### config.mk
export PLATFORM = sky130hd
export DESIGN_NAME = bcb_unit
export DESIGN_NICKNAME = d
export VERILOG_FILES = /design/src/rtl/bcb_pkg.sv /design/src/rtl/bcb_unit.sv
export SDC_FILE = /design/constraint.sdc
export NUM_CORES = 1
export LEC_CHECK = 0
export BUFFER_PORTS_ARGS = -buffer_cell sky130_fd_sc_hd__buf_2
export CAP_MARGIN = 10
export CORE_AREA = 2 2 216 218
export CTS_BUF_LIST = sky130_fd_sc_hd__clkbuf_4 sky130_fd_sc_hd__clkbuf_8
export DETAILED_ROUTE_END_ITERATION = 7
export DIE_AREA = 0 0 218 220
export PLACE_DENSITY = 0.72
export SYNTH_ARGS = -nofsm -noshare
export SYNTH_HDL_FRONTEND = slang
export SYNTH_SLANG_ARGS = --single-unit
export TNS_END_PERCENT = 1
### constraint.sdc
create_clock -name sys_clk -period 3.1 [get_ports sys_clk]
set_input_delay 0.31 -clock sys_clk [delete_from_list [all_inputs] [get_ports sys_clk]]
set_output_delay 0.31 -clock sys_clk [all_outputs]
set_load 0.02 [all_outputs]
### src/rtl/bcb_pkg.sv
// package: constants and types of the bit/carry and branch unit
package bcb_pkg;
  // ------------------------------------------------------------
  // register byte addresses
  // ------------------------------------------------------------
  localparam logic [7:0] CTRL_ADDR   = 8'h00; // op launch
  localparam logic [7:0] OPND_ADDR   = 8'h04; // register operand byte
  localparam logic [7:0] GPR_ADDR    = 8'h08; // bit index register
  localparam logic [7:0] FLAGS_ADDR  = 8'h0C; // condition flags
  localparam logic [7:0] PC_ADDR     = 8'h10; // program counter
  localparam logic [7:0] TGT_ADDR    = 8'h14; // branch target
  localparam logic [7:0] STAT_ADDR   = 8'h18; // status, read only
  localparam logic [7:0] MDATA_ADDR  = 8'h1C; // memory byte window
  // ------------------------------------------------------------
  // field layout, reset values, sizes
  // ------------------------------------------------------------
  localparam int          CTRL_W     = 17;
  localparam int          FLAGS_W    = 4;
  localparam int          STK_DEPTH  = 8;
  localparam int          MEM_DEPTH  = 8;
  localparam logic [31:0] PC_RST     = 32'h0000_0000;
  localparam logic [31:0] LEN_SHORT  = 32'h0000_0002;
  localparam logic [31:0] LEN_LONG   = 32'h0000_0004;
  localparam logic [1:0]  RESP_OKAY  = 2'h0;
  localparam logic [1:0]  RESP_SLV   = 2'h2;
  // ------------------------------------------------------------
  // operation codes (ctrl.op)
  // ------------------------------------------------------------
  localparam logic [3:0] OP_NONE   = 4'h0; // only updates ctrl
  localparam logic [3:0] OP_OR     = 4'h1; // bit_or_into_carry
  localparam logic [3:0] OP_IOR    = 4'h2;
  localparam logic [3:0] OP_XOR    = 4'h3; // bit_xor_into_carry
  localparam logic [3:0] OP_IXOR   = 4'h4;
  localparam logic [3:0] OP_LD     = 4'h5; // bit_load_to_carry
  localparam logic [3:0] OP_ILD    = 4'h6;
  localparam logic [3:0] OP_ST     = 4'h7; // carry_store_to_bit
  localparam logic [3:0] OP_IST    = 4'h8;
  localparam logic [3:0] OP_COND   = 4'h9; // conditional branch
  localparam logic [3:0] OP_JUMP   = 4'hA; // unconditional_jump
  localparam logic [3:0] OP_CALLD  = 4'hB; // call, displacement
  localparam logic [3:0] OP_CALLE  = 4'hC; // call, effective addr
  localparam logic [3:0] OP_RET    = 4'hD; // subroutine return
  // ------------------------------------------------------------
  // condition codes (ctrl.cond)
  // ------------------------------------------------------------
  localparam logic [3:0] CC_ALWAYS = 4'h0;
  localparam logic [3:0] CC_NEVER  = 4'h1;
  localparam logic [3:0] CC_HI     = 4'h2;
  localparam logic [3:0] CC_LS     = 4'h3;
  localparam logic [3:0] CC_CC     = 4'h4;
  localparam logic [3:0] CC_CS     = 4'h5;
  localparam logic [3:0] CC_NE     = 4'h6;
  localparam logic [3:0] CC_EQ     = 4'h7;
  localparam logic [3:0] CC_VC     = 4'h8;
  localparam logic [3:0] CC_VS     = 4'h9;
  localparam logic [3:0] CC_PL     = 4'hA;
  localparam logic [3:0] CC_MI     = 4'hB;
  localparam logic [3:0] CC_GE     = 4'hC;
  localparam logic [3:0] CC_LT     = 4'hD;
  localparam logic [3:0] CC_GT     = 4'hE;
  localparam logic [3:0] CC_LE     = 4'hF;
  // ------------------------------------------------------------
  // carriers
  // ------------------------------------------------------------
  typedef struct packed {
    logic [2:0] maddr;    // memory byte address
    logic       len4;     // instruction is four bytes long
    logic       to_mem;   // operand is the memory byte
    logic       from_reg; // bit index from gpr low bits
    logic [2:0] imm;      // immediate bit index
    logic [3:0] cond;     // branch condition
    logic [3:0] op;       // operation
  } bcb_ctrl_t;
  typedef struct packed {
    logic n;
    logic z;
    logic v;
    logic c;
  } bcb_flags_t;
  typedef enum logic [1:0] {
    ST_IDLE, ST_MREAD, ST_EXEC, ST_MWRITE
  } bcb_state_t;
endpackage

### src/rtl/bcb_unit.sv
// module: bit/carry operations and branch evaluation with axi4-lite regs
`timescale 1ns/1ns
// Behaviour
// - or: carry becomes carry or bit
// - inverted or: carry or not bit
// - xor: carry becomes carry xor bit
// - inverted xor: carry xor not bit
// - load: bit copied into carry
// - inverted load: not bit into carry
// - store: carry into bit, carry kept
// - inverted store: not carry into bit
// - inverted forms use immediate index only
// - register index uses low three bits
// - branch taken to target, else sequential
// - flag conditions per table
// - signed conditions per table
// - jump loads target unconditionally
// - calls branch and save return point unless the stack is full
// - return resumes after latest open call
module bcb_unit
  import bcb_pkg::*;
(
  // clock and reset
  input  wire logic        sys_clk,
  input  wire logic        rst_b,
  // axi4-lite write address
  input  wire logic [7:0]  awaddr,
  input  wire logic        awvalid,
  output logic             awready,
  // axi4-lite write data
  input  wire logic [31:0] wdata,
  input  wire logic [3:0]  wstrb,
  input  wire logic        wvalid,
  output logic             wready,
  // axi4-lite write response
  output logic [1:0]       bresp,
  output logic             bvalid,
  input  wire logic        bready,
  // axi4-lite read address
  input  wire logic [7:0]  araddr,
  input  wire logic        arvalid,
  output logic             arready,
  // axi4-lite read data
  output logic [31:0]      rdata,
  output logic [1:0]       rresp,
  output logic             rvalid,
  input  wire logic        rready,
  // core view
  output logic [31:0]      pc,
  output logic             carry
);
  // ------------------------------------------------------------
  // state
  // ------------------------------------------------------------
  bcb_state_t  state_q;            // sequencer
  bcb_ctrl_t   ctrl_q;             // last written control word
  bcb_flags_t  flags_q;            // n z v c
  logic [7:0]  opnd_q;             // register operand byte
  logic [7:0]  gpr_q;              // index register, low byte
  logic [31:0] pc_q;               // program counter
  logic [31:0] tgt_q;              // branch target
  logic [7:0]  tmp_q;              // memory byte in flight
  logic        taken_q;            // last branch went to target or stack top
  logic        stk_err_q;          // stack over/underflow seen
  logic [3:0]  sp_q;               // return stack depth
  logic [31:0] stk_q [STK_DEPTH];  // return points
  logic [7:0]  mem_q [MEM_DEPTH];  // byte operand memory
  // bus handshake flops
  logic        awready_q;
  logic        wready_q;
  logic        bvalid_q;
  logic [1:0]  bresp_q;
  logic        arready_q;
  logic        rvalid_q;
  logic [1:0]  rresp_q;
  logic [31:0] rdata_q;
  logic [7:0]  awaddr_q;           // captured write address
  logic [31:0] wdata_q;            // captured write data
  logic [3:0]  wstrb_q;            // captured strobes

  // ------------------------------------------------------------
  // helpers
  // ------------------------------------------------------------
  // byte lane merge, used for every writable register
  function automatic logic [31:0] merge(input logic [31:0] old,
                                        input logic [31:0] nw,
                                        input logic [3:0]  be);
    logic [31:0] m;
    m = {{8{be[3]}}, {8{be[2]}}, {8{be[1]}}, {8{be[0]}}};
    return (old & ~m) | (nw & m);
  endfunction

  // branch condition table
  function automatic logic cond_true(input logic [3:0] cc,
                                     input bcb_flags_t f);
    logic r;
    r = 1'b0;
    unique case (cc)
      CC_ALWAYS: r = 1'b1;
      CC_NEVER:  r = 1'b0;
      CC_HI:     r = ~(f.c | f.z);
      CC_LS:     r = f.c | f.z;
      CC_CC:     r = ~f.c;
      CC_CS:     r = f.c;
      CC_NE:     r = ~f.z;
      CC_EQ:     r = f.z;
      CC_VC:     r = ~f.v;
      CC_VS:     r = f.v;
      CC_PL:     r = ~f.n;
      CC_MI:     r = f.n;
      CC_GE:     r = ~(f.n ^ f.v);
      CC_LT:     r = f.n ^ f.v;
      CC_GT:     r = ~(f.z | (f.n ^ f.v));
      CC_LE:     r = f.z | (f.n ^ f.v);
    endcase
    return r;
  endfunction

  // ------------------------------------------------------------
  // bus decode
  // ------------------------------------------------------------
  wire         idle     = (state_q == ST_IDLE);
  wire         wr_fire  = ~awready_q & ~wready_q & ~bvalid_q;
  // writes while an op is running are refused, never half applied
  wire         wr_do    = wr_fire & idle;
  wire [31:0]  wmerge_d;
  wire         wr_map   = (awaddr_q == CTRL_ADDR)  |
                          (awaddr_q == OPND_ADDR)  |
                          (awaddr_q == GPR_ADDR)   |
                          (awaddr_q == FLAGS_ADDR) |
                          (awaddr_q == PC_ADDR)    |
                          (awaddr_q == TGT_ADDR)   |
                          (awaddr_q == MDATA_ADDR);
  wire         wr_ctrl  = wr_do & (awaddr_q == CTRL_ADDR);
  wire         wr_opnd  = wr_do & (awaddr_q == OPND_ADDR);
  wire         wr_gpr   = wr_do & (awaddr_q == GPR_ADDR);
  wire         wr_flags = wr_do & (awaddr_q == FLAGS_ADDR);
  wire         wr_pc    = wr_do & (awaddr_q == PC_ADDR);
  wire         wr_tgt   = wr_do & (awaddr_q == TGT_ADDR);
  wire         wr_mdata = wr_do & (awaddr_q == MDATA_ADDR);
  wire         ar_fire  = arvalid & arready_q;
  wire         rd_map   = (araddr <= MDATA_ADDR) & (araddr[1:0] == 2'h0);
  logic [31:0] rd_data;

  // read mux, unmapped reads return zero with an error
  always_comb begin
    rd_data = 32'h0000_0000;
    unique case (araddr)
      CTRL_ADDR:  rd_data = {15'h0000, ctrl_q};
      OPND_ADDR:  rd_data = {24'h00_0000, opnd_q};
      GPR_ADDR:   rd_data = {24'h00_0000, gpr_q};
      FLAGS_ADDR: rd_data = {28'h000_0000, flags_q};
      PC_ADDR:    rd_data = pc_q;
      TGT_ADDR:   rd_data = tgt_q;
      STAT_ADDR:  rd_data = {24'h00_0000, sp_q, stk_err_q,
                             taken_q, ~idle, 1'b0};
      MDATA_ADDR: rd_data = {24'h00_0000, mem_q[ctrl_q.maddr]};
      default:    rd_data = 32'h0000_0000;
    endcase
  end

  // ------------------------------------------------------------
  // bit operation datapath
  // ------------------------------------------------------------
  wire bcb_ctrl_t ctrl_d = bcb_ctrl_t'(wmerge_d[CTRL_W-1:0]);
  assign wmerge_d = merge({15'h0000, ctrl_q}, wdata_q, wstrb_q);
  wire        op_inv   = (ctrl_q.op == OP_IOR) | (ctrl_q.op == OP_IXOR) |
                         (ctrl_q.op == OP_ILD) | (ctrl_q.op == OP_IST);
  wire        op_store = (ctrl_q.op == OP_ST) | (ctrl_q.op == OP_IST);
  // inverted forms only know the immediate index
  wire [2:0]  bit_idx  = (ctrl_q.from_reg & ~op_inv) ? gpr_q[2:0]
                                                     : ctrl_q.imm;
  wire [7:0]  src_byte = ctrl_q.to_mem ? tmp_q : opnd_q;
  wire        sel_bit  = src_byte[bit_idx];
  wire        eff_bit  = sel_bit ^ op_inv;
  wire        st_bit   = flags_q.c ^ op_inv;
  logic [7:0] st_byte;
  logic       carry_d;

  // only the addressed bit follows the carry, others pass through
  genvar gi;
  generate
    for (gi = 0; gi < 8; gi++) begin : g_st
      assign st_byte[gi] = (bit_idx == 3'(gi)) ? st_bit
                                               : src_byte[gi];
    end
  endgenerate

  // new carry per operation; stores keep it
  always_comb begin
    carry_d = flags_q.c;
    unique case (ctrl_q.op)
      OP_OR, OP_IOR:   carry_d = flags_q.c | eff_bit;
      OP_XOR, OP_IXOR: carry_d = flags_q.c ^ eff_bit;
      OP_LD, OP_ILD:   carry_d = eff_bit;
      default:         carry_d = flags_q.c;
    endcase
  end

  // ------------------------------------------------------------
  // branch datapath
  // ------------------------------------------------------------
  wire        is_call  = (ctrl_q.op == OP_CALLD) | (ctrl_q.op == OP_CALLE);
  wire        is_ret   = (ctrl_q.op == OP_RET);
  wire [31:0] seq_pc   = pc_q + (ctrl_q.len4 ? LEN_LONG : LEN_SHORT);
  wire        push_ok  = is_call & (sp_q < 4'(STK_DEPTH));
  wire        pop_ok   = is_ret & (sp_q != 4'h0);
  wire [31:0] stk_top  = stk_q[3'(sp_q - 4'h1)];
  wire        to_tgt   = ((ctrl_q.op == OP_COND) &
                          cond_true(ctrl_q.cond, flags_q)) |
                         (ctrl_q.op == OP_JUMP) | push_ok;
  // a failed push or pop falls through rather than jumping wild
  wire [31:0] pc_d     = pop_ok ? stk_top :
                         to_tgt ? tgt_q : seq_pc;
  wire        is_flow  = (ctrl_q.op >= OP_COND) & (ctrl_q.op <= OP_RET);

  // ------------------------------------------------------------
  // sequencer
  // ------------------------------------------------------------
  // memory operands are fetched first, stores write back last
  always_ff @(posedge sys_clk or negedge rst_b) begin
    if (!rst_b) begin
      state_q <= ST_IDLE;
    end else begin
      unique case (state_q)
        ST_IDLE: begin
          if (wr_ctrl && ctrl_d.op != OP_NONE) begin
            state_q <= ctrl_d.to_mem ? ST_MREAD : ST_EXEC;
          end
        end
        ST_MREAD: state_q <= ST_EXEC;
        ST_EXEC: begin
          state_q <= (op_store && ctrl_q.to_mem) ? ST_MWRITE
                                                 : ST_IDLE;
        end
        ST_MWRITE: state_q <= ST_IDLE;
      endcase
    end
  end

  // memory byte in flight: fetched, then replaced by merged byte
  always_ff @(posedge sys_clk or negedge rst_b) begin
    if (!rst_b) begin
      tmp_q <= 8'h00;
    end else if (state_q == ST_MREAD) begin
      tmp_q <= mem_q[ctrl_q.maddr];
    end else if (state_q == ST_EXEC && op_store) begin
      tmp_q <= st_byte;
    end
  end

  // bus word merged onto one memory byte, low lane only
  function automatic logic [7:0] wmerge_mem(input logic [7:0] old);
    logic [31:0] m;
    m = merge({24'h00_0000, old}, wdata_q, wstrb_q);
    return m[7:0];
  endfunction

  // operand memory: bus window or store write-back
  always_ff @(posedge sys_clk or negedge rst_b) begin
    if (!rst_b) begin
      for (int i = 0; i < MEM_DEPTH; i++) mem_q[i] <= 8'h00;
    end else if (state_q == ST_MWRITE) begin
      mem_q[ctrl_q.maddr] <= tmp_q;
    end else if (wr_mdata) begin
      mem_q[ctrl_q.maddr] <= wmerge_mem(mem_q[ctrl_q.maddr]);
    end
  end

  // control, operand and flag registers
  always_ff @(posedge sys_clk or negedge rst_b) begin
    if (!rst_b) begin
      ctrl_q  <= '0;
      opnd_q  <= 8'h00;
      gpr_q   <= 8'h00;
      flags_q <= '0;
      tgt_q   <= 32'h0000_0000;
    end else if (state_q == ST_EXEC) begin
      flags_q.c <= carry_d;
      if (op_store && !ctrl_q.to_mem) begin
        opnd_q <= st_byte;
      end
    end else begin
      if (wr_ctrl)  ctrl_q  <= ctrl_d;
      if (wr_opnd)  opnd_q  <= 8'(merge({24'h0, opnd_q}, wdata_q,
                                        wstrb_q));
      if (wr_gpr)   gpr_q   <= 8'(merge({24'h0, gpr_q}, wdata_q,
                                        wstrb_q));
      if (wr_flags) flags_q <= bcb_flags_t'(4'(merge({28'h0, flags_q},
                                        wdata_q, wstrb_q)));
      if (wr_tgt)   tgt_q   <= merge(tgt_q, wdata_q, wstrb_q);
    end
  end

  // program counter, return stack and branch status
  always_ff @(posedge sys_clk or negedge rst_b) begin
    if (!rst_b) begin
      pc_q      <= PC_RST;
      sp_q      <= 4'h0;
      taken_q   <= 1'b0;
      stk_err_q <= 1'b0;
      for (int i = 0; i < STK_DEPTH; i++) stk_q[i] <= 32'h0000_0000;
    end else if (state_q == ST_EXEC && is_flow) begin
      pc_q    <= pc_d;
      taken_q <= to_tgt | pop_ok;
      if (push_ok) begin
        stk_q[3'(sp_q)] <= seq_pc;
        sp_q            <= sp_q + 4'h1;
      end
      if (pop_ok) sp_q <= sp_q - 4'h1;
      if ((is_call && !push_ok) || (is_ret && !pop_ok)) begin
        stk_err_q <= 1'b1;
      end
    end else if (wr_pc) begin
      pc_q <= merge(pc_q, wdata_q, wstrb_q);
    end
  end

  // ------------------------------------------------------------
  // axi4-lite handshakes
  // ------------------------------------------------------------
  // address and data are caught independently, in either order
  always_ff @(posedge sys_clk or negedge rst_b) begin
    if (!rst_b) begin
      awready_q <= 1'b1;
      wready_q  <= 1'b1;
      bvalid_q  <= 1'b0;
      bresp_q   <= RESP_OKAY;
      awaddr_q  <= 8'h00;
      wdata_q   <= 32'h0000_0000;
      wstrb_q   <= 4'h0;
    end else begin
      if (awvalid && awready_q) begin
        awaddr_q  <= awaddr;
        awready_q <= 1'b0;
      end
      if (wvalid && wready_q) begin
        wdata_q  <= wdata;
        wstrb_q  <= wstrb;
        wready_q <= 1'b0;
      end
      if (wr_fire) begin
        bvalid_q <= 1'b1;
        bresp_q  <= (wr_map && idle) ? RESP_OKAY : RESP_SLV;
      end else if (bvalid_q && bready) begin
        bvalid_q  <= 1'b0;
        awready_q <= 1'b1;
        wready_q  <= 1'b1;
      end
    end
  end

  // read answer one cycle after the address is taken
  always_ff @(posedge sys_clk or negedge rst_b) begin
    if (!rst_b) begin
      arready_q <= 1'b1;
      rvalid_q  <= 1'b0;
      rresp_q   <= RESP_OKAY;
      rdata_q   <= 32'h0000_0000;
    end else if (ar_fire) begin
      arready_q <= 1'b0;
      rvalid_q  <= 1'b1;
      rdata_q   <= rd_data;
      rresp_q   <= rd_map ? RESP_OKAY : RESP_SLV;
    end else if (rvalid_q && rready) begin
      rvalid_q  <= 1'b0;
      arready_q <= 1'b1;
    end
  end

  assign awready = awready_q;
  assign wready  = wready_q;
  assign bvalid  = bvalid_q;
  assign bresp   = bresp_q;
  assign arready = arready_q;
  assign rvalid  = rvalid_q;
  assign rresp   = rresp_q;
  assign rdata   = rdata_q;
  assign pc      = pc_q;
  assign carry   = flags_q.c;

  // ------------------------------------------------------------
  // checks
  // ------------------------------------------------------------
  wire ex = (state_q == ST_EXEC);

  property p_or;
    @(posedge sys_clk) disable iff (!rst_b)
    ex && ctrl_q.op == OP_OR |=> flags_q.c == ($past(flags_q.c) |
                                               $past(sel_bit));
  endproperty
  a_or: assert property (p_or) else $error("or into carry wrong");

  property p_ixor;
    @(posedge sys_clk) disable iff (!rst_b)
    ex && ctrl_q.op == OP_IXOR |=> flags_q.c == ($past(flags_q.c) ^
                                                 ~$past(sel_bit));
  endproperty
  a_ixor: assert property (p_ixor) else $error("ixor wrong");

  property p_ild;
    @(posedge sys_clk) disable iff (!rst_b)
    ex && ctrl_q.op == OP_ILD |=> flags_q.c == ~$past(sel_bit);
  endproperty
  a_ild: assert property (p_ild) else $error("ild wrong");

  property p_inv_imm;
    @(posedge sys_clk) disable iff (!rst_b)
    ex && op_inv |-> sel_bit == (ctrl_q.to_mem ? tmp_q[ctrl_q.imm]
                                               : opnd_q[ctrl_q.imm]);
  endproperty
  a_inv_imm: assert property (p_inv_imm) else $error("idx src");

  property p_st;
    @(posedge sys_clk) disable iff (!rst_b)
    ex && ctrl_q.op == OP_ST && !ctrl_q.to_mem |=>
      opnd_q[$past(bit_idx)] == flags_q.c && $stable(flags_q.c);
  endproperty
  a_st: assert property (p_st) else $error("store bit wrong");

  property p_keep;
    @(posedge sys_clk) disable iff (!rst_b)
    ex && !op_store |=> $stable(opnd_q) && $stable(tmp_q);
  endproperty
  a_keep: assert property (p_keep) else $error("operand hit");

  property p_rmw;
    @(posedge sys_clk) disable iff (!rst_b)
    state_q == ST_MREAD && op_store ##1 ex |=>
      ((tmp_q ^ $past(tmp_q)) & ~(8'h01 << $past(bit_idx))) == 8'h00
      ##1 mem_q[ctrl_q.maddr] == $past(tmp_q);
  endproperty
  a_rmw: assert property (p_rmw) else $error("rmw wrong");

  property p_cond;
    @(posedge sys_clk) disable iff (!rst_b)
    ex && ctrl_q.op == OP_COND |=>
      pc_q == ($past(cond_true(ctrl_q.cond, flags_q)) ? $past(tgt_q)
                                                      : $past(seq_pc));
  endproperty
  a_cond: assert property (p_cond) else $error("branch pc");

  property p_ret;
    @(posedge sys_clk) disable iff (!rst_b)
    ex && pop_ok |=> pc_q == $past(stk_top) && sp_q == $past(sp_q) - 1;
  endproperty
  a_ret: assert property (p_ret) else $error("return pc");
endmodule

# Word-level counts from Yosys, hierarchy flattened
# Index checks and enable logic that the tools add are counted.
[totals]
input_bits = 59
output_inout_bits = 74
reg_bits = 522
word_cells = 292
[classes]
add_sub_neg = 3
mux = 62
bitwise_logic = 70
reduce_logical = 46
order_cmp = 10
n_eq_ne = 54
[ops]
columns = ["cell", "n"]
rows = [
  ["256-bit bitwise mux", 1],
  ["32-bit case mux with 8 select lines", 1],
  ["32-bit 2-to-1 mux", 7],
  ["64-bit bitwise mux", 2],
  ["64-bit 2-to-1 mux", 2],
  ["32-bit AND", 3],
  ["32-bit binary-select mux with 3-bit select", 1],
  ["32-bit demux with 3-bit select", 1],
  ["8-bit 2-to-1 mux", 9],
  ["32-bit OR", 2],
  ["4-bit equality test (second input constant)", 14],
  ["8-bit by 5-bit equality test with 1-bit output (second input constant)", 7],
  ["32-bit by 3-bit adder with 32-bit output", 1],
  ["4-bit by 3-bit equality test with 1-bit output (second input constant)", 8],
  ["8-bit by 4-bit equality test with 1-bit output (second input constant)", 4],
  ["32-bit NOT", 1],
  ["8-bit AND", 3],
  ["8-bit binary-select mux with 3-bit select", 1],
  ["8-bit demux with 3-bit select", 1],
  ["8-bit OR", 3],
  ["1-bit 2-to-1 mux", 23],
  ["2-bit AND reduction", 9],
  ["1-bit AND", 17],
  ["17-bit AND", 1],
  ["42 further kinds", 123],
]

# Longest topological paths before layout
# Gate-level depths: netlist of the first run.
[depth]
word_depth = 13
ltp_mapped = 14
mapped_depth_nobuf = 13

# Worst setup path before layout of the first run
# OpenSTA, ideal clock, no wires.
[synth_path]
path_type = "register -> register"
start = "reg sp_q[0]"
end = "reg with a tool-made name"
arrival_ns = 2.706
period_less_slack_ns = 2.841
setup_slack_ns = 0.259
path_stages_with_launch = 12
setup_time_ns = 0.135
n_path_buf = 4
required_ns = 2.965
cell_sequence = "dfrtp_1 -> buf_2 -> buf_2 -> inv_2 -> ha_1 -> clkbuf_1 -> clkbuf_1 -> mux4_2 -> nand2_1 -> a21oi_1 -> a221oi_1 -> o31ai_1"
[synth_lines]
columns = ["item", "line", "rtl"]
rows = [
  ["from (decl)", "bcb_unit.sv:65", "logic [3:0] sp_q;"],
  ["from (signal assigned)", "bcb_unit.sv:308", "sp_q <= sp_q + 4'h1;"],
  ["from (signal assigned)", "bcb_unit.sv:310", "if (pop_ok) sp_q <= sp_q - 4'h1;"],
]

==> impl_metrics.json, run 1 <==
{
  "switching_share": 0.318,
  "syn2layout_area_growth_pct": 17.9,
  "ys_types": 85,
  "yosysSeqAreaShare": 0.522,
  "htreeDepth": 3,
  "overflow": 0,
  "worstPathCellList": "buf_4, mux2i_1, mux4_2, mux2i_1, mux2_2, o21ai_0, ha_1, maj3_1, o22a_1, nand3_1, a31oi_1, a21oi_1",
  "cp_top_family": "multiplexers",
  "drive_above_1_share": 0.286,
  "rows": 79,
  "p_seq_frac": 0.453,
  "mostFrequentLayoutCells": "516 x dfrtp_1, 349 x nand2_1, 270 x o21ai_0",
  "crit_buf_inv": 1,
  "cpMostUsedCell": "mux2i_1",
  "syn_area_per_cell_um2": 11.1,
  "synth-seq-cells": 520,
  "wl_per_cell_um": 23.7,
  "drtIter0Drc": 1882,
  "fin_cells": 3182,
  "final_max_slew_viol_count": 0,
  "die_w_um": 218,
  "vias_per_cell": 6.20,
  "fin_skew_ns": 0.0403,
  "dr_total_vias": 19722,
  "ctsResizeCount": 0,
  "tns_ns": 0,
  "cp_max_fo": 7,
  "cts_tree": "yes",
  "core_area_um2": 45900,
  "fmax_mhz": 347,
  "post-place-cells": 2966,
  "dp_hpwl_um": 50500,
  "max_stage_delay_ns": 0.47,
  "gp_congestion": 0.976,
  "drc": 0,
  "ir_drop_mv": 0.564,
  "finalWirelength_um": 75500,
  "fin_nets": 2569,
  "worst_pin_slew_ns": 1.05,
  "antenna_left": 0,
  "io_pins": 133,
  "setup_viol": 0,
  "p_sw_w": 0.00594,
  "grt_setup_unrepaired": "false",
  "critical_path_class": "reg -> reg",
  "p_total_w": 0.0187,
  "setup.worst_path.start_class": "register",
  "fill_cells": 3553,
  "crit_slowest_cell": "mux4_2",
  "grt_pass1_wl_um": 117000,
  "postSynth.asyncResetShare": 1.00,
  "start_util": 0.543,
  "die_y_um": 220,
  "p_int_w": 0.0127,
  "numCtsBuffers": 89,
  "crit_arrival_ns": 3.48,
  "slew_headroom": 0.298,
  "ys_warn_count": 0,
  "syn_area_um2": 24900,
  "power.leakage_nw": 13.4,
  "combPwrFrac": 0.189,
  "required_ns": 3.70,
  "grt_util_all_layers": 0.320,
  "clk_latency_ns": 0.70,
  "dr.pass1.iters": 6,
  "clock_sinks": 520,
  "synth_ff_type": "dfrtp_1",
  "cap_violations": 0,
  "clk_pin_slew_ns": 0.06,
  "layout_commonest_cell": "dfrtp_1",
  "dieArea_um2": 48000,
  "endpoint_kind": "register",
  "min_path_type": "in -> async",
  "synth_edf_count": 0,
  "powerDensity_nw_per_um2": 636,
  "synth_cells": 2244,
  "port_buffers": 130,
  "outcome": "finished, final reports clean",
  "antenna_found_initial": 0,
  "first_global_vias": 20070,
  "fin_crit_sh": 0.929,
  "layout_min_cycle_time_ns": 2.88,
  "cts-root-buf": "clkbuf_8",
  "grt_max_degree": 88,
  "finalHoldViolCount": 0,
  "clockBufferDepth": 3,
  "power_frac_clock": 0.357
}
==> logic make-up (layout without fill, tap and decap cells) <==
kind of cell             count (synthesis)  after routing  synth area share
other                                    1              4          0.000151
AND/OR/NAND/NOR                        624            624             0.115
XOR/XNOR                                35             35            0.0123
flip-flops                             520            520             0.522
buffers and inverters                  193            521            0.0316
multiplexers                           341            341             0.188
AO/OA/AOI/OAI                          523            523             0.127
adder cells (fa/ha/maj)                  7              7           0.00372
==> worst register-to-register path, delay by kind of cell (launching register included) <==
kind	cells	cell delay, ns
DFF	1	0.40
adders and majority gates	2	0.59
and+or+nand+nor	1	0.08
buffers and inverters	1	0.19
muxes	4	1.06
AOI/OAI and AO/OA	4	0.47
==> final timing paths <==
path / slack (ns) / startpoint / to / depth (start not counted)
worst max-delay path: 0.22 / ctrl_q[12]$_DFFE_PN0P_ / register / 12
worst min-delay path: 0.16 / rst_b / mem_q[39]$_DFFE_PN0P_ / 2
worst max register to register: 0.22 / ctrl_q[12]$_DFFE_PN0P_ / register / 12
worst min register to register: 0.47 / stk_q[116]$_DFFE_PN0P_ / stk_q[116]$_DFFE_PN0P_ / 2
max in group asynchronous: 1.86 / rst_b / stk_q[157]$_DFFE_PN0P_ / 3
min in group sys_clk: 0.26 / araddr[6] / rdata[4]$_DFFE_PN0P_ / 5
==> power by group through the flow <==
stage                     Combinational (W)  Clock [W]  Sequential, W
after floorplan                     0.00211          0        0.00808
after global placement              0.00333          0        0.00850
after detailed placement            0.00340          0        0.00852
after CTS                           0.00348    0.00673        0.00842
after global routing                0.00378    0.00707        0.00851
final                               0.00353    0.00668        0.00847
==> layout make-up <==
cell class	count	area [um^2]	share of cell area
Multi-Input combinational cell	1532	11100	0.379
Clock buffer	147	1840	0.0625
Timing Repair Buffer	329	2400	0.0817
Inverter	32	120	0.00409
Antenna cell	2	5.00	0.000170
Sequential cell	520	13000	0.443
Clock inverter	13	110	0.00375
Tap cell	607	759	0.0258
==> through the flow <==
step | utilization | area (um^2) | hold slack [ns] | setup slack (ns)
global route | 0.641 | 29400 | 0.204 | 0.108
finish | 0.641 | 29400 | 0.163 | 0.219
floorplan | - | 24900 | 0.0144 | 0.259
global placement | 0.586 | 26900 | 0.329 | 0.183
detailed placement | 0.586 | 26900 | 0.327 | 0.162
CTS | 0.640 | 29400 | 0.184 | 0.142
==> repair_timing <==
action	in CTS	in global routing
buffers inserted	0	1
hold buffers	53	0
hold endpoints to repair	103	0
endpoints found under the setup margin	0	4
==> synth_stat cells, drive strengths merged (10+ instances only) <==
| cell | count | area share |
|---|---|---|
| a22oi | 23 | 0.0069 |
| nor3 | 20 | 0.0042 |
| nor2 | 102 | 0.015 |
| a221oi | 32 | 0.011 |
| o21ai | 273 | 0.055 |
| nand2b | 12 | 0.0030 |
| inv | 32 | 0.0048 |
| nor2b | 12 | 0.0030 |
| nor4 | 10 | 0.0040 |
| a222oi | 12 | 0.0048 |
| mux2 | 194 | 0.088 |
| o22ai | 13 | 0.0033 |
| and3 | 15 | 0.0038 |
| o31ai | 10 | 0.0036 |
| xor2 | 18 | 0.0063 |
| dfrtp | 517 | 0.52 |
| mux4 | 83 | 0.075 |
| nand2 | 350 | 0.053 |
| nand4 | 18 | 0.0051 |
| a21oi | 94 | 0.019 |
| and2 | 17 | 0.0043 |
| mux2i | 64 | 0.026 |
| nand3 | 26 | 0.0056 |
| buf | 46 | 0.0094 |
| clkbuf | 115 | 0.017 |
| xnor2 | 17 | 0.0060 |
==> routing by layer <==
metal	routed length [um]	GRT usage	vias up
met2	35800	0.512	1018
met5	0	0	-
met1	29600	0.415	9843
met3	6590	0.0741	215
li1	-	-	8646
met4	3470	0.151	0
Power figures use the tool's default switching activity.
==> inputs of run 2 (changes only) <==
--- a/config.mk
+++ b/config.mk
@@ -7,11 +7,10 @@
 export LEC_CHECK = 0
 export BUFFER_PORTS_ARGS = -buffer_cell sky130_fd_sc_hd__buf_2
 export CAP_MARGIN = 10
-export CORE_AREA = 2 2 216 218
+export CORE_AREA = 2 2 270 272
 export CTS_BUF_LIST = sky130_fd_sc_hd__clkbuf_4 sky130_fd_sc_hd__clkbuf_8
 export DETAILED_ROUTE_END_ITERATION = 7
-export DIE_AREA = 0 0 218 220
-export PLACE_DENSITY = 0.72
+export DIE_AREA = 0 0 272 274
 export SYNTH_ARGS = -nofsm -noshare
 export SYNTH_HDL_FRONTEND = slang
 export SYNTH_SLANG_ARGS = --single-unit
==> constraint.sdc (replaced) <==
create_clock -name sys_clk -period 3 [get_ports sys_clk]
set_input_delay 0.3 -clock sys_clk [delete_from_list [all_inputs] [get_ports sys_clk]]
set_output_delay 0.3 -clock sys_clk [all_outputs]
set_load 0.02 [all_outputs]
==> impl_metrics.json, run 2 (same netlist as run 1, synthesis figures left out) <==
{
  "switching_share": 0.321,
  "min_path_type": "in -> reg",
  "fin_cells": 3520,
  "tns_ns": 0,
  "final_max_slew_viol_count": 0,
  "layout_min_cycle_time_ns": 2.90,
  "drive_above_1_share": 0.285,
  "multi_input_area_um2": 11200,
  "reg2regPathDepth": 8,
  "whs_ns": 0.170,
  "cp_max_fo": 30,
  "fill_cells": 6773,
  "cts_tree": "yes",
  "min_to": "rdata[4]$_DFFE_PN0P_",
  "syn2layout_area_growth_pct": 19.6,
  "r2r-start": "sp_q[0]$_DFFE_PN0P_",
  "worstPathCellList": "inv_2, ha_2, buf_12, mux4_2, mux2_2, a221oi_1, buf_4, o22ai_1",
  "start_util": 0.346,
  "finalHoldViolCount": 0,
  "max_stage_delay_ns": 0.51,
  "utilization": 0.414,
  "p_total_w": 0.0191,
  "htreeDepth": 3,
  "r2r_setup_slack_ns": 0.1,
  "dr.pass1.iters": 7,
  "drtIter0Drc": 1793,
  "endpoint_kind": "register",
  "die_y_um": 274,
  "p_sw_w": 0.00612,
  "required_ns": 3.58,
  "slew_headroom": 0.219,
  "setup.worst_path.start_class": "register",
  "cap_violations": 0,
  "antenna_left": 0,
  "layout_commonest_cell": "dfrtp_1",
  "p_int_w": 0.0129,
  "io_pins": 133,
  "drc": 0,
  "die_w_um": 272,
  "wl_per_cell_um": 22.0,
  "fin_nets": 2561,
  "grt_setup_unrepaired": "true",
  "clk_latency_ns": 0.71,
  "fin_skew_ns": 0.0475,
  "clk_pin_slew_ns": 0.06,
  "grt_pass1_wl_um": 120000,
  "numCtsBuffers": 88,
  "whs_path_depth": 5,
  "port_buffers": 130,
  "antenna_found_initial": 1,
  "clockBufferDepth": 3,
  "outcome": "finished, final reports clean",
  "finalWirelength_um": 77400,
  "grt_util_all_layers": 0.209,
  "rows": 99,
  "setup_viol": 0,
  "fmax_mhz": 344,
  "fin_crit_sh": 0.968,
  "min-delay-start": "araddr[6]",
  "dr_total_vias": 19394,
  "overflow": 0,
  "post-place-cells": 3311,
  "dp_hpwl_um": 52500,
  "p_seq_frac": 0.459,
  "dieArea_um2": 74500,
  "crit_arrival_ns": 3.48,
  "critical_path_class": "reg -> reg",
  "grt_max_degree": 83,
  "powerDensity_nw_per_um2": 639,
  "cts-root-buf": "clkbuf_8",
  "first_global_vias": 19712,
  "worst_pin_slew_ns": 1.16,
  "clock_sinks": 520,
  "mostFrequentLayoutCells": "516 x dfrtp_1, 349 x nand2_1, 270 x o21ai_0",
  "seq_area_um2": 13000,
  "core_area_um2": 72000,
  "ir_drop_mv": 0.457,
  "power.leakage_nw": 13.3,
  "vias_per_cell": 5.51,
  "crit_slowest_cell": "a221oi_1",
  "gp_congestion": 0.901,
  "combPwrFrac": 0.188,
  "power_frac_clock": 0.353
}
[run 2: changes by cell type in the layout (fill, tap and decap cells not counted), sizes merged]
cell / before / now
buf: 276 / 269
clkbuf: 147 / 141
diode: 2 / 1
[run 2: metal layers]
layer  wire length [um]  up-vias  share of wire  global-route usage
met5                  0        -              0                   0
met4               1940        0          0.025              0.0651
met3               5850      127          0.075              0.0399
met2              35700      741           0.46               0.322
met1              34000     9919           0.44               0.297
li1                   -     8607              -                   -
[run 2: worst max-delay path by stage]
stage	startpoint	end	slack (ns)	cells past startpoint
global route	ctrl_q[12]$_DFFE_PN0P_	register	-0.02	12
finish	sp_q[0]$_DFFE_PN0P_	register	0.1	8
detailed placement	ctrl_q[12]$_DFFE_PN0P_	register	0.11	12
global placement	sp_q[0]$_DFFE_PN0P_	register	0.09	8
floorplan	sp_q[0]$_DFFE_PN0P_	register	0.16	11
CTS	ctrl_q[12]$_DFFE_PN0P_	register	0.08	12
[run 2: repair_timing]
action / CTS / global route
buffers inserted: 0 / 1
hold buffers: 53 / 0
endpoints found under the hold margin: 114 / 0
resized for setup: 0 / 5
endpoints found under the setup margin: 0 / 4
[run 2: worst max-delay path: cells and delay by family (launching register included)]
kind	cells	cell delay [ns]
AOI/OAI and AO/OA	2	0.60
DFF	1	0.43
adders and majority gates	1	0.50
buffers and inverters	3	0.60
muxes	2	0.65
[run 2: layout make-up]
type                    count  share of cell area
flip-flops and latches    520               0.437
multi-input cells        1532               0.374
repair buffers            322              0.0822
clock buffers             141              0.0575
well taps                 959              0.0403
clock inverters            13             0.00466
inverters                  32             0.00403
diodes                      1           0.0000839
[run 2: through the flow]
stage               setup slack (ns)  area [um^2]
floorplan                      0.159        24900
global placement              0.0922        27400
detailed placement             0.113        27400
CTS                           0.0849        29800
global route                 -0.0181        29800
finish                        0.0963        29800
[run 2: power by group through the flow]
stage                     logic [W]  registers [W]  clock network, W
final                       0.00359        0.00874           0.00672
after global routing        0.00390        0.00879           0.00719
after CTS                   0.00354        0.00871           0.00683
after detailed placement    0.00345        0.00884                 0
after global placement      0.00338        0.00881                 0
after floorplan             0.00218        0.00835                 0
